<file path="config.mk">
export PLATFORM = sky130hd
export DESIGN_NAME = cta_ctrl
export DESIGN_NICKNAME = d
export VERILOG_FILES = /design/src/design/cta_ctrl.v
export VERILOG_INCLUDE_DIRS = /design/src /design/src/design
export SDC_FILE = /design/constraint.sdc
export NUM_CORES = 1
export LEC_CHECK = 0
export ABC_AREA = 1
export BUFFER_PORTS_ARGS = -buffer_cell sky130_fd_sc_hd__buf_2
export CAP_MARGIN = 5
export CORE_ASPECT_RATIO = 0.5
export CORE_MARGIN = 8
export CORE_UTILIZATION = 46
export DETAILED_ROUTE_END_ITERATION = 10
export PLACE_DENSITY = 0.76
export SLEW_MARGIN = 20
export SYNTH_ARGS = -nofsm -noshare
export SYNTH_HDL_FRONTEND = slang
export SYNTH_SLANG_ARGS = --single-unit
</file>
<file path="constraint.sdc">
create_clock -name clk_sys_in -period 1.87 [get_ports clk_sys_in]
set_clock_uncertainty 0.1 [all_clocks]
set_input_delay 0.374 -clock clk_sys_in [delete_from_list [all_inputs] [get_ports clk_sys_in]]
set_output_delay 0.374 -clock clk_sys_in [all_outputs]
set_load 0.01 [all_outputs]
</file>
<file path="src/design/cta_regs_map.vh">
// register map, field positions, reset values and timing counts for the
// comparator and converter trigger control block.
// assumes: included by the design file; definitions only.
`ifndef CTA_REGS_MAP_VH
`define CTA_REGS_MAP_VH

// ****************************************************************
// register indices and byte addresses (byte address = index * 4)
// ****************************************************************
`define CTA_IDX_ADC_CFG 12'h09b
`define CTA_IDX_CMP_CSR 12'h0e9
`define CTA_ADDR_ADC_CFG 12'h26c
`define CTA_ADDR_CMP_CSR 12'h3a4
`define CTA_ADDR_IRQ_STATUS 12'h400
`define CTA_ADDR_IRQ_MASK 12'h404
`define CTA_ADDR_CONV_CTRL 12'h408
`define CTA_ADDR_CONV_RESULT 12'h40c

// ****************************************************************
// reset values
// ****************************************************************
`define CTA_RST_ADC_CFG 8'h01
`define CTA_RST_CMP_CSR 8'h00
`define CTA_RST_IRQ_MASK 2'h0

// ****************************************************************
// adc_trigger_align_clock_cfg fields
// ****************************************************************
`define CTA_ADC_HW_TRIG 7
`define CTA_ADC_TSEL_HI 6
`define CTA_ADC_TSEL_LO 4
`define CTA_ADC_POS_MUX 3
`define CTA_ADC_ALIGN 2
`define CTA_ADC_DIV_HI 1
`define CTA_ADC_DIV_LO 0

// ****************************************************************
// comparator_control_status fields
// ****************************************************************
`define CTA_CMP_EN 7
`define CTA_CMP_NEG_BG 6
`define CTA_CMP_RESULT 5
`define CTA_CMP_FLAG 4
`define CTA_CMP_IE 3
`define CTA_CMP_PIN_OE 2
`define CTA_CMP_EDGE_HI 1
`define CTA_CMP_EDGE_LO 0

// ****************************************************************
// own registers: interrupt status/mask bits, conversion control
// ****************************************************************
`define CTA_IRQ_CMP_EDGE 0
`define CTA_IRQ_CONV_DONE 1
`define CTA_CONV_START 0
`define CTA_CONV_BUSY 1
`define CTA_CONV_CH_HI 7
`define CTA_CONV_CH_LO 4

// ****************************************************************
// timing counts
// ****************************************************************
`define CTA_CONV_CLOCKS 6'd60
`define CTA_DIV_CODE0 11'd2
`define CTA_DIV_CODE1 11'd4
`define CTA_DIV_CODE2 11'd8
`define CTA_DIV_CODE3 11'd32

`endif

</file>
<file path="src/design/cta_ctrl.v">
// comparator control/status and converter trigger, alignment and clock
// divider configuration, reached by software over axi4-lite.
// assumes: analog comparator core and converter sample outside; all
// inputs synchronous to clk_sys_in; single clock, synchronous reset.
//
// Functional notes
// RL1: result high while enabled and positive input exceeds negative input.
// RL2: enable cleared forces result low and powers comparator down.
// RL3: negative select one picks bandgap reference, zero the negative pad.
// RL4: positive steering signal is inverse of the positive mux bit.
// RL5: steering zero takes converter mux output per channel select, else pad.
// RL6: interrupt enable zero raises no request; software polls the flag. Only cmp_irq_out obeys it; irq_out still rises with mask bit 0 set.
// RL7: pin output enable routes result to pin, zero leaves pin undriven.
// RL8: software keeps divided converter clock below 3 MHz; code 00 test only.
// RL9: edge mode 00 reserved, 01 falling, 10 rising, 11 both edges.
// RL10: flag set on selected edge, cleared on service; result reads sampled.
// RL11: msb alignment puts upper eight high, lower four top of low byte.
// RL12: selected hardware event starts conversion regardless of its interrupt.
// RL13: conversion lasts sixty divided clocks until result load and done.
//
// The AXI4-Lite slave port was left to the implementer.
`include "cta_regs_map.vh"
`default_nettype none

module cta_ctrl #(
   parameter ADDR_W = 12,
   parameter SAMPLE_W = 12
) (
   input wire clk_sys_in, // system clock, 50 MHz
   input wire nrst_in, // synchronous reset, active low
   input wire [ADDR_W-1:0] s_axi_awaddr_in, // write address
   input wire s_axi_awvalid_in, // write address valid
   output wire s_axi_awready_out, // write address ready
   input wire [31:0] s_axi_wdata_in, // write data
   input wire [3:0] s_axi_wstrb_in, // write byte strobes
   input wire s_axi_wvalid_in, // write data valid
   output wire s_axi_wready_out, // write data ready
   output wire [1:0] s_axi_bresp_out, // write response
   output wire s_axi_bvalid_out, // write response valid
   input wire s_axi_bready_in, // write response ready
   input wire [ADDR_W-1:0] s_axi_araddr_in, // read address
   input wire s_axi_arvalid_in, // read address valid
   output wire s_axi_arready_out, // read address ready
   output wire [31:0] s_axi_rdata_out, // read data
   output wire [1:0] s_axi_rresp_out, // read response
   output wire s_axi_rvalid_out, // read data valid
   input wire s_axi_rready_in, // read data ready
   input wire cmp_core_in, // raw comparator core decision
   output wire cmp_powerdown_out, // comparator core power-down
   output wire cmp_neg_bandgap_select_out, // neg input: 1 bandgap
   output wire cmp_pos_steer_n_out, // pos input: 0 converter mux
   output wire [3:0] conv_channel_select_out, // converter channel
   output wire cmp_result_out, // gated comparator result
   output wire cmp_pin_out, // comparator pin data
   output wire cmp_pin_oe_out, // comparator pin output enable
   output wire cmp_irq_out, // comparator interrupt request
   input wire cmp_irq_ack_in, // comparator interrupt serviced
   input wire [7:0] trig_event_in, // hw trigger pulses per source
   input wire [SAMPLE_W-1:0] conv_sample_in, // converter sample
   output wire conv_clock_out, // divided converter clock
   output wire conv_busy_out, // conversion in progress
   output wire [7:0] conv_result_hi_out, // aligned result high
   output wire [7:0] conv_result_lo_out, // aligned result low
   output wire irq_out // block interrupt, level
);

   // ****************************************************************
   // state declarations
   // ****************************************************************
   reg [7:0] adc_cfg_q;
   reg [7:0] cmp_ctl_q; // holds all eight written bits; result and flag positions read live
   reg cmp_res_q;
   reg cmp_prev_q;
   reg cmp_flag_q;
   reg [1:0] irq_stat_q;
   reg [1:0] irq_mask_q;
   reg [3:0] conv_ch_q;
   reg conv_busy_q;
   reg [10:0] div_cnt_q;
   reg conv_clk_q;
   reg [5:0] conv_cnt_q;
   reg [7:0] res_hi_q;
   reg [7:0] res_lo_q;
   reg aw_have_q;
   reg w_have_q;
   reg [ADDR_W-1:0] aw_addr_q;
   reg [31:0] w_data_q;
   reg [3:0] w_strb_q;
   reg bvalid_q;
   reg [1:0] bresp_q;
   reg rvalid_q;
   reg [1:0] rresp_q;
   reg [31:0] rdata_q;

   // ****************************************************************
   // axi4-lite write channel capture
   // ****************************************************************
   // address and data may come in either order; both wait for the other
   wire aw_take = s_axi_awvalid_in & s_axi_awready_out;
   wire w_take = s_axi_wvalid_in & s_axi_wready_out;
   wire wr_go = aw_have_q & w_have_q & ~bvalid_q;
   wire lane0 = w_strb_q[0];
   wire [7:0] wb = w_data_q[7:0];
   wire wr_adc = wr_go & lane0 & (aw_addr_q == `CTA_ADDR_ADC_CFG);
   wire wr_cmp = wr_go & lane0 & (aw_addr_q == `CTA_ADDR_CMP_CSR);
   wire wr_stat = wr_go & lane0 & (aw_addr_q == `CTA_ADDR_IRQ_STATUS);
   wire wr_mask = wr_go & lane0 & (aw_addr_q == `CTA_ADDR_IRQ_MASK);
   wire wr_conv = wr_go & lane0 & (aw_addr_q == `CTA_ADDR_CONV_CTRL);
   wire wr_hit = (aw_addr_q == `CTA_ADDR_ADC_CFG) |
      (aw_addr_q == `CTA_ADDR_CMP_CSR) |
      (aw_addr_q == `CTA_ADDR_IRQ_STATUS) |
      (aw_addr_q == `CTA_ADDR_IRQ_MASK) |
      (aw_addr_q == `CTA_ADDR_CONV_CTRL) |
      (aw_addr_q == `CTA_ADDR_CONV_RESULT);

   assign s_axi_awready_out = ~aw_have_q & ~bvalid_q;
   assign s_axi_wready_out = ~w_have_q & ~bvalid_q;
   assign s_axi_bvalid_out = bvalid_q;
   assign s_axi_bresp_out = bresp_q;

   // hold each half until the pair is complete, then answer
   always @(posedge clk_sys_in) begin
      if (!nrst_in) begin
         aw_have_q <= 1'b0;
         w_have_q <= 1'b0;
         aw_addr_q <= {ADDR_W{1'b0}};
         w_data_q <= 32'h00000000;
         w_strb_q <= 4'h0;
         bvalid_q <= 1'b0;
         bresp_q <= 2'h0;
      end else begin
         if (aw_take) begin
            aw_have_q <= 1'b1;
            aw_addr_q <= s_axi_awaddr_in;
         end
         if (w_take) begin
            w_have_q <= 1'b1;
            w_data_q <= s_axi_wdata_in;
            w_strb_q <= s_axi_wstrb_in;
         end
         if (wr_go) begin
            aw_have_q <= 1'b0;
            w_have_q <= 1'b0;
            bvalid_q <= 1'b1;
            bresp_q <= wr_hit ? 2'h0 : 2'h2; // slverr when unmapped
         end else if (bvalid_q & s_axi_bready_in) begin
            bvalid_q <= 1'b0;
         end
      end
   end

   // ****************************************************************
   // configuration registers
   // ****************************************************************
   // plain storage; strobes other than lane 0 carry no bits here
   always @(posedge clk_sys_in) begin
      if (!nrst_in) begin
         adc_cfg_q <= `CTA_RST_ADC_CFG;
         cmp_ctl_q <= `CTA_RST_CMP_CSR;
         irq_mask_q <= `CTA_RST_IRQ_MASK;
         conv_ch_q <= 4'h0;
      end else begin
         if (wr_adc)
            adc_cfg_q <= wb;
         if (wr_cmp)
            cmp_ctl_q <= wb;
         if (wr_mask)
            irq_mask_q <= wb[1:0];
         if (wr_conv)
            conv_ch_q <= wb[`CTA_CONV_CH_HI:`CTA_CONV_CH_LO];
      end
   end

   // ****************************************************************
   // comparator path
   // ****************************************************************
   wire cmp_en = cmp_ctl_q[`CTA_CMP_EN];
   wire [1:0] edge_mode = cmp_ctl_q[`CTA_CMP_EDGE_HI:`CTA_CMP_EDGE_LO];
   wire cmp_rise = cmp_res_q & ~cmp_prev_q;
   wire cmp_fall = ~cmp_res_q & cmp_prev_q;
   reg cmp_edge;

   // edge selection; reserved code raises nothing
   always @* begin
      case (edge_mode)
         2'h1: cmp_edge = cmp_fall; // RL9
         2'h2: cmp_edge = cmp_rise; // RL9
         2'h3: cmp_edge = cmp_rise | cmp_fall; // RL9
         default: cmp_edge = 1'b0; // RL9
      endcase
   end

   // sample the core; a disabled comparator reads low from the cycle after enable clears
   always @(posedge clk_sys_in) begin
      if (!nrst_in) begin
         cmp_res_q <= 1'b0;
         cmp_prev_q <= 1'b0;
         cmp_flag_q <= 1'b0;
      end else begin
         cmp_res_q <= cmp_en & cmp_core_in; // RL1 RL2
         cmp_prev_q <= cmp_res_q;
         // a new edge in the ack cycle keeps the flag set
         if (cmp_edge)
            cmp_flag_q <= 1'b1; // RL10
         else if (cmp_irq_ack_in)
            cmp_flag_q <= 1'b0; // RL10
      end
   end

   assign cmp_powerdown_out = ~cmp_en; // RL2
   assign cmp_result_out = cmp_res_q; // RL1
   assign cmp_neg_bandgap_select_out = cmp_ctl_q[`CTA_CMP_NEG_BG]; // RL3
   assign cmp_pos_steer_n_out = ~adc_cfg_q[`CTA_ADC_POS_MUX]; // RL4
   // channel only matters while steering picks the converter mux
   assign conv_channel_select_out = conv_ch_q; // RL5
   assign cmp_pin_out = cmp_res_q; // RL7
   assign cmp_pin_oe_out = cmp_ctl_q[`CTA_CMP_PIN_OE]; // RL7
   assign cmp_irq_out = cmp_flag_q & cmp_ctl_q[`CTA_CMP_IE]; // RL6

   // ****************************************************************
   // converter clock divider and conversion sequencer
   // ****************************************************************
   // divider code is taken as written; keeping below 3 MHz is software's
   // job, so code 00 is allowed here for test use
   reg [10:0] div_ratio;
   always @* begin
      case (adc_cfg_q[`CTA_ADC_DIV_HI:`CTA_ADC_DIV_LO])
         2'h0: div_ratio = `CTA_DIV_CODE0; // RL8
         2'h1: div_ratio = `CTA_DIV_CODE1;
         2'h2: div_ratio = `CTA_DIV_CODE2;
         default: div_ratio = `CTA_DIV_CODE3;
      endcase
   end

   wire [2:0] tsel = adc_cfg_q[`CTA_ADC_TSEL_HI:`CTA_ADC_TSEL_LO];
   reg trig_sel;
   // comparator transitions come from the internal result, others pins
   always @* begin
      case (tsel)
         3'h1: trig_sel = cmp_rise; // RL12
         3'h2: trig_sel = cmp_fall; // RL12
         default: trig_sel = trig_event_in[tsel]; // RL12
      endcase
   end

   wire sw_start = wr_conv & wb[`CTA_CONV_START];
   wire hw_start = adc_cfg_q[`CTA_ADC_HW_TRIG] & trig_sel; // RL12
   // starts during a conversion are dropped, not queued
   wire conv_start = ~conv_busy_q & (sw_start | hw_start);
   wire half = (div_cnt_q == ((div_ratio >> 1) - 11'd1));
   wire tick = (div_cnt_q == (div_ratio - 11'd1));
   wire conv_end = conv_busy_q & tick &
      (conv_cnt_q == (`CTA_CONV_CLOCKS - 6'd1));

   // divider free-runs so the converter clock is steady across starts
   always @(posedge clk_sys_in) begin
      if (!nrst_in) begin
         div_cnt_q <= 11'd0;
         conv_clk_q <= 1'b0;
      end else begin
         if (tick | (div_cnt_q >= div_ratio))
            div_cnt_q <= 11'd0;
         else
            div_cnt_q <= div_cnt_q + 11'd1;
         if (tick)
            conv_clk_q <= 1'b0;
         else if (half)
            conv_clk_q <= 1'b1;
      end
   end

   // sixty converter clocks then load the aligned result
   always @(posedge clk_sys_in) begin
      if (!nrst_in) begin
         conv_busy_q <= 1'b0;
         conv_cnt_q <= 6'd0;
         res_hi_q <= 8'h00;
         res_lo_q <= 8'h00;
      end else if (conv_start) begin
         conv_busy_q <= 1'b1;
         conv_cnt_q <= 6'd0;
      end else if (conv_end) begin
         conv_busy_q <= 1'b0; // RL13
         if (adc_cfg_q[`CTA_ADC_ALIGN]) begin
            res_hi_q <= {4'h0, conv_sample_in[11:8]}; // RL11
            res_lo_q <= conv_sample_in[7:0]; // RL11
         end else begin
            res_hi_q <= conv_sample_in[11:4]; // RL11
            res_lo_q <= {conv_sample_in[3:0], 4'h0}; // RL11
         end
      end else if (conv_busy_q & tick) begin
         conv_cnt_q <= conv_cnt_q + 6'd1; // RL13
      end
   end

   assign conv_clock_out = conv_clk_q;
   assign conv_busy_out = conv_busy_q;
   assign conv_result_hi_out = res_hi_q;
   assign conv_result_lo_out = res_lo_q;

   // ****************************************************************
   // block interrupt status and mask
   // ****************************************************************
   // set wins over a write-one-to-clear in the same cycle
   wire [1:0] irq_set = {conv_end, cmp_edge};
   wire [1:0] irq_clr = wr_stat ? wb[1:0] : 2'h0;
   always @(posedge clk_sys_in) begin
      if (!nrst_in)
         irq_stat_q <= 2'h0;
      else
         irq_stat_q <= irq_set | (irq_stat_q & ~irq_clr);
   end

   assign irq_out = |(irq_stat_q & irq_mask_q);

   // ****************************************************************
   // axi4-lite read channel
   // ****************************************************************
   wire ar_take = s_axi_arvalid_in & s_axi_arready_out;
   reg [31:0] rd_mux;
   reg rd_err;

   // status bits are spliced in live over the stored control bits
   always @* begin
      rd_mux = 32'h00000000;
      rd_err = 1'b0;
      case (s_axi_araddr_in)
         `CTA_ADDR_ADC_CFG: rd_mux[7:0] = adc_cfg_q;
         `CTA_ADDR_CMP_CSR: begin
            rd_mux[7:0] = cmp_ctl_q;
            rd_mux[`CTA_CMP_RESULT] = cmp_res_q; // RL10
            rd_mux[`CTA_CMP_FLAG] = cmp_flag_q; // RL10
         end
         `CTA_ADDR_IRQ_STATUS: rd_mux[1:0] = irq_stat_q;
         `CTA_ADDR_IRQ_MASK: rd_mux[1:0] = irq_mask_q;
         `CTA_ADDR_CONV_CTRL: begin
            rd_mux[`CTA_CONV_CH_HI:`CTA_CONV_CH_LO] = conv_ch_q;
            rd_mux[`CTA_CONV_BUSY] = conv_busy_q;
         end
         `CTA_ADDR_CONV_RESULT: rd_mux[15:0] = {res_hi_q, res_lo_q};
         default: rd_err = 1'b1;
      endcase
   end

   assign s_axi_arready_out = ~rvalid_q;
   assign s_axi_rvalid_out = rvalid_q;
   assign s_axi_rdata_out = rdata_q;
   assign s_axi_rresp_out = rresp_q;

   // one read at a time; the answer stands until the master takes it
   always @(posedge clk_sys_in) begin
      if (!nrst_in) begin
         rvalid_q <= 1'b0;
         rdata_q <= 32'h00000000;
         rresp_q <= 2'h0;
      end else if (ar_take) begin
         rvalid_q <= 1'b1;
         rdata_q <= rd_mux;
         rresp_q <= rd_err ? 2'h2 : 2'h0;
      end else if (rvalid_q & s_axi_rready_in) begin
         rvalid_q <= 1'b0;
      end
   end

endmodule // cta_ctrl

`default_nettype wire

</file>
==> results.md <==
Layout:
- The area added between synthesis and finish is 24.6%.
- Across the whole layout, storage elements account for about 2100 µm².
- At the end of the flow the core is filled with cells to approximately 58%.
- The combined area of the multi-input logic cells is ~2600 µm².
- The final-layout fill cell count is slightly above 1,000.
- The number of non-filler instances in the completed layout is between 1,000 and 1,500.
- The layout net count is ~970.
- The repair_antennas step left the layout with diodes totalling 0.
- Of the cells placed in the final design, the portion with a size suffix greater than 1 is between 20% and 30%.

Clock tree:
- Buffers inserted to repair hold after CTS numbered 0.
- The clock tree from TritonCTS is yes.
- The insertion delay of the later-clocked pin in the worst-skew pair is between 300 and 400 ps.
- The cell sitting at the root of the clock tree is a sky130_fd_sc_hd__clkbuf_16.
- CTS saw 103 sinks.
- Counting along the longest clock path gives a buffer depth of 2.
- Clock tree synthesis inserted a total of 9 buffers.
- The number of levels in the clock H-tree is 3.
- The clock slew at the register clock pins of the worst setup and hold paths is 70 ps.

Critical path:
- The last element of the critical path is conv_cnt_q[4]$_SDFFE_PP0P_.
- The critical path goes through nor2_4 > inv_2 > ha_4 > inv_2 > nand2_2 > nand2_2 > nor2_4 > nand3_4 > nor2_4 > buf_6 > nand3_1 > nand2_1 > a21oi_1.
- The worst register-to-register path has a depth of 13.
- The worst setup path is launched from a flip-flop.
- The data arrival time of the critical path is 2120 ps.
- For this run, the slowest stage of the critical path takes around 360 ps.
- Counting stages on the worst path, the most repeated cell is sky130_fd_sc_hd__nor2_4.
- The setup check on the worst reg-to-reg path leaves a slack of -110 ps.
- In this run the critical register-to-register path is captured at conv_cnt_q[4]$_SDFFE_PP0P_.
- By startpoint and endpoint, the worst setup path is classified as reg2reg.
- The kind of cell with the highest combined delay along the critical path is simple AND/OR/NAND/NOR gates.
- The critical path required time is roughly 2000 ps.
- The critical path launch point is adc_cfg_q[0]$_SDFFE_PN1P_.
- The launching point of the worst reg2reg path is adc_cfg_q[0]$_SDFFE_PN1P_.
- Of all nets on the critical path, the largest fanout is 6.
- The worst setup path is captured at a flip-flop.
- The critical path crosses 13 cells after its start point.
- The number of buffer and inverter instances along the worst setup path is 3.
- The slowest cell on the critical path is sky130_fd_sc_hd__dfxtp_4.

Timing:
- The final critical path time including I/O delays and setup is ~2000 ps.
- For this run, the top clock speed supported by timing is 505 MHz.
- Setup repair after global routing could not meet its margin everywhere.
- The max-slew violation count came to 0.
- Dividing the final minimum period by the clock period gives 106%.
- Across all setup checks in the final design, the least slack found is -111 ps.
- The slew of the pin with the lowest slew margin is between 500 and 600 ps.
- The number of hold violations in the final report is 0.
- Measured against its own limit, the worst slew margin works out to a little under two thirds.
- The number of failing setup endpoints in the final timing report is 30.
- Hold timing on the final database bottoms out at a slack of 154 ps.

Route:
- The count of nets left with antenna violations once routing finished came out at 0.
- The via count normalized by instance count is roughly 4.9.
- The routed wirelength normalized by instance count is approximately 14 µm.
- The number of iterations in the first detailed-routing pass is 6.
- For this block, the initial DRC count from the detailed router was about 400.
- The total vias in the final route is roughly 5,000.
- The remaining routing DRC violations is 0.
- The final layout contains routed wiring with a total length of 14,200 µm.

Status:
- The final reports fail on negative setup slack.
- The run finished, with violations left.

GRT:
- Summed over all layers, the global routing overflow is 0.
- The via count of the first global-routing pass was 4,912.
- The overall fraction of global-route tracks in use is about 19%.
- The largest net degree at the start of global routing is 27.
- The wire length of the first global-routing pass is roughly 23,000 µm.
- The number of antenna violations at the first check in global routing is 0.

Synthesis:
- In this run the cell area of the synthesized design comes to between 5000 and 6000 µm².
- Of the post-synthesis cell area, the dominant cell type holds between 40 and 50%.
- By count the netlist is led by 125 x sky130_fd_sc_hd__nand2_1, 103 x sky130_fd_sc_hd__dfxtp_1, 97 x sky130_fd_sc_hd__nor2_1.
- The leading register cell type out of synthesis is sky130_fd_sc_hd__dfxtp_1.
- The leading cell type by number of instances after synthesis is sky130_fd_sc_hd__nand2_1.
- The total number of yosys warnings is 0.
- The fraction of synthesis flops using an asynchronous set or reset pin is 0%.
- By area the synthesized netlist is led by sky130_fd_sc_hd__dfxtp_1 41%, sky130_fd_sc_hd__nand2_1 9.2%, sky130_fd_sc_hd__nor2_1 7.2%, sky130_fd_sc_hd__inv_1 7.0%, sky130_fd_sc_hd__o21ai_0 7.0%.
- After technology mapping, the gate count stands at between 700 and 800.
- Of the total synthesized cell area, the portion taken by AND, OR, NAND and NOR gates is between 20% and 30%.
- Of all cell types, the one taking the most synthesized area is sky130_fd_sc_hd__dfxtp_1.
- The number of distinct library cells after synthesis is 35.
- After synthesis the netlist holds a flip-flop and latch count of ~100.
- The share of cell area taken by muxes after synthesis is 0%.
- The adder and majority cell fraction of the synthesized area is under 10%.
- The synthesized netlist devotes between 15 and 20% of its cell area to compound gates.
- By area, the combinational part of the netlist is dominated by simple AND/OR/NAND/NOR gates.
- The synthesized-area fraction occupied by xor and xnor cells is under 10%.
- The synthesized design contains 0 enable-type register cells.
- After synthesis, flip-flops and latches occupy approximately 40% of the total area.
- The mean instance size in the synthesized netlist is 6.92 µm².

Pwr:
- The static leakage is 2.88 nW.
- The sequential fraction of design power is 50.8%.
- The internal power contribution is 0.00338 W.
- Total power for the finished layout comes to 0.00455 W.
- Net switching is around 26% of the power.
- The combinational group share of total power is about a tenth.
- VDD sags by at most 0.395 mV.
- The analysis attributes to net switching a power of between 0.001 and 0.0015 W.
- The fraction of power consumed by the clock network is between 30% and 40%.
- The power density of the placed cells is approximately 720 nW/µm².

Placed design:
- The number of input and output port buffers inserted is 112.
- At the end of routability-driven placement, the weighted congestion stood at 0.933.
- Detailed placement ended at an HPWL of about 11,000 µm.
- The pre-CTS setup slack is -151 ps.
- The number of placed instances, taps included, is between 900 and 1,000.

Flow run:
- The tool flagged a number of max-cap violations equal to 0.

Die:
- The die covers around 15,000 µm².
- The total area inside the core boundary comes to about 11,000 µm².
- In this run the count of I/O pins placed on the die edge is 160.
- Once the floorplan was initialized, standard cells occupied between 40% and 50% of the core.
- The total number of placement rows is 27.
- The overall die width is 165 µm.
- The die extent in y is ~90 µm.

Min path:
- The worst min-delay path category is in2reg.
- In this run the most critical hold path is launched from cmp_core_in.
[kinds of logic (layout without fill, tap and decap cells)]
family | count (synthesis) | count (layout)
compound gates | 153 | 153
other cells | 1 | 22
xor+xnor | 7 | 7
simple gates | 321 | 321
fa+ha+maj | 9 | 9
buf+inv | 142 | 260
flops | 103 | 103
[routing by layer]
metal  vias up  routed length, µm  global-route usage, %
li1       2615                  -                      -
met1      2258               6210                   22.3
met2       146               6840                   31.7
met3        27                825                   4.19
met4         0                279                   6.71
met5         -                  0                      0
[registers in the layout, indices dropped and copies added, names as in the netlist, 2 cells and up]
register,cells
adc_cfg_q,8
aw_addr_q,12
cmp_ctl_q,6
conv_channel_select_out,4
conv_cnt_q,6
conv_result_hi_out,8
conv_result_lo_out,8
div_cnt_q,11
irq_mask_q,2
irq_stat_q,2
s_axi_rdata_out,16
w_data_q,8
[power by group through the flow]
stage	logic (W)	clock network [W]	registers, W
after global placement	0.000420	0	0.00236
after floorplan	0.000280	0	0.00236
after CTS	0.000433	0.00183	0.00231
after global routing	0.000493	0.00191	0.00232
final	0.000435	0.00181	0.00231
after detailed placement	0.000429	0	0.00236
[repair_timing]
action / CTS / global route
gates resized for setup: 18 / 26
endpoints found under the setup margin: 31 / 34
pin swaps: 5 / 9
cloned: 1 / 0
setup buffers: 3 / 2
[worst min path at each step]
| stage | endpoint | slack [ps] | cells past startpoint |
|---|---|---|---|
| after floorplan | cmp_pin_out$_SDFF_PN0_ | 320 | 2 |
| after global placement | conv_clock_out$_SDFFE_PP0N_ | 340 | 2 |
| after detailed placement | conv_clock_out$_SDFFE_PP0N_ | 350 | 2 |
| after CTS | cmp_pin_out$_SDFF_PN0_ | 140 | 3 |
| after global routing | cmp_pin_out$_SDFF_PN0_ | 150 | 3 |
| final | cmp_pin_out$_SDFF_PN0_ | 150 | 3 |
[layout make-up]
type | instances | area share, %
clock buffers | 10 | 3.77
clock inverters | 5 | 0.651
inverters | 99 | 5.86
multi-input cells | 512 | 40.7
flip-flops and latches | 103 | 32.6
well taps | 145 | 2.86
repair buffers | 146 | 13.6
[per-stage QoR]
step / setup TNS, ps / cell area [µm²]
2_1_floorplan: 0 / 5170
3_3_place_gp: -1330 / 5890
3_5_place_dp: -3260 / 5890
4_1_cts: -338 / 6250
5_1_grt: -4020 / 6340
6_report: -1410 / 6340
[worst register-to-register path, delay by kind of cell, from the launching register on]
kind / cells / cell delay (ps)
flops: 1 / 360
simple gates: 8 / 810
buf+inv: 3 / 260
compound gates: 1 / 60
fa+ha+maj: 1 / 280
[cells in the final DEF, fill, tap and decap left out, drive strengths merged]
cell / count
a21oi: 66
a22o: 1
a32oi: 1
buf: 146
clkbuf: 10
clkinv: 2
clkinvlp: 1
conb: 22
dfxtp: 103
ha: 9
inv: 101
nand2: 129
nand3: 58
nand3b: 2
nand4: 16
nor2: 103
nor3: 10
nor3b: 1
nor4: 1
o211ai: 2
o21a: 1
o21ai: 82
or2: 1
xnor2: 2
xor2: 5
(Power assumes the default switching activity.)
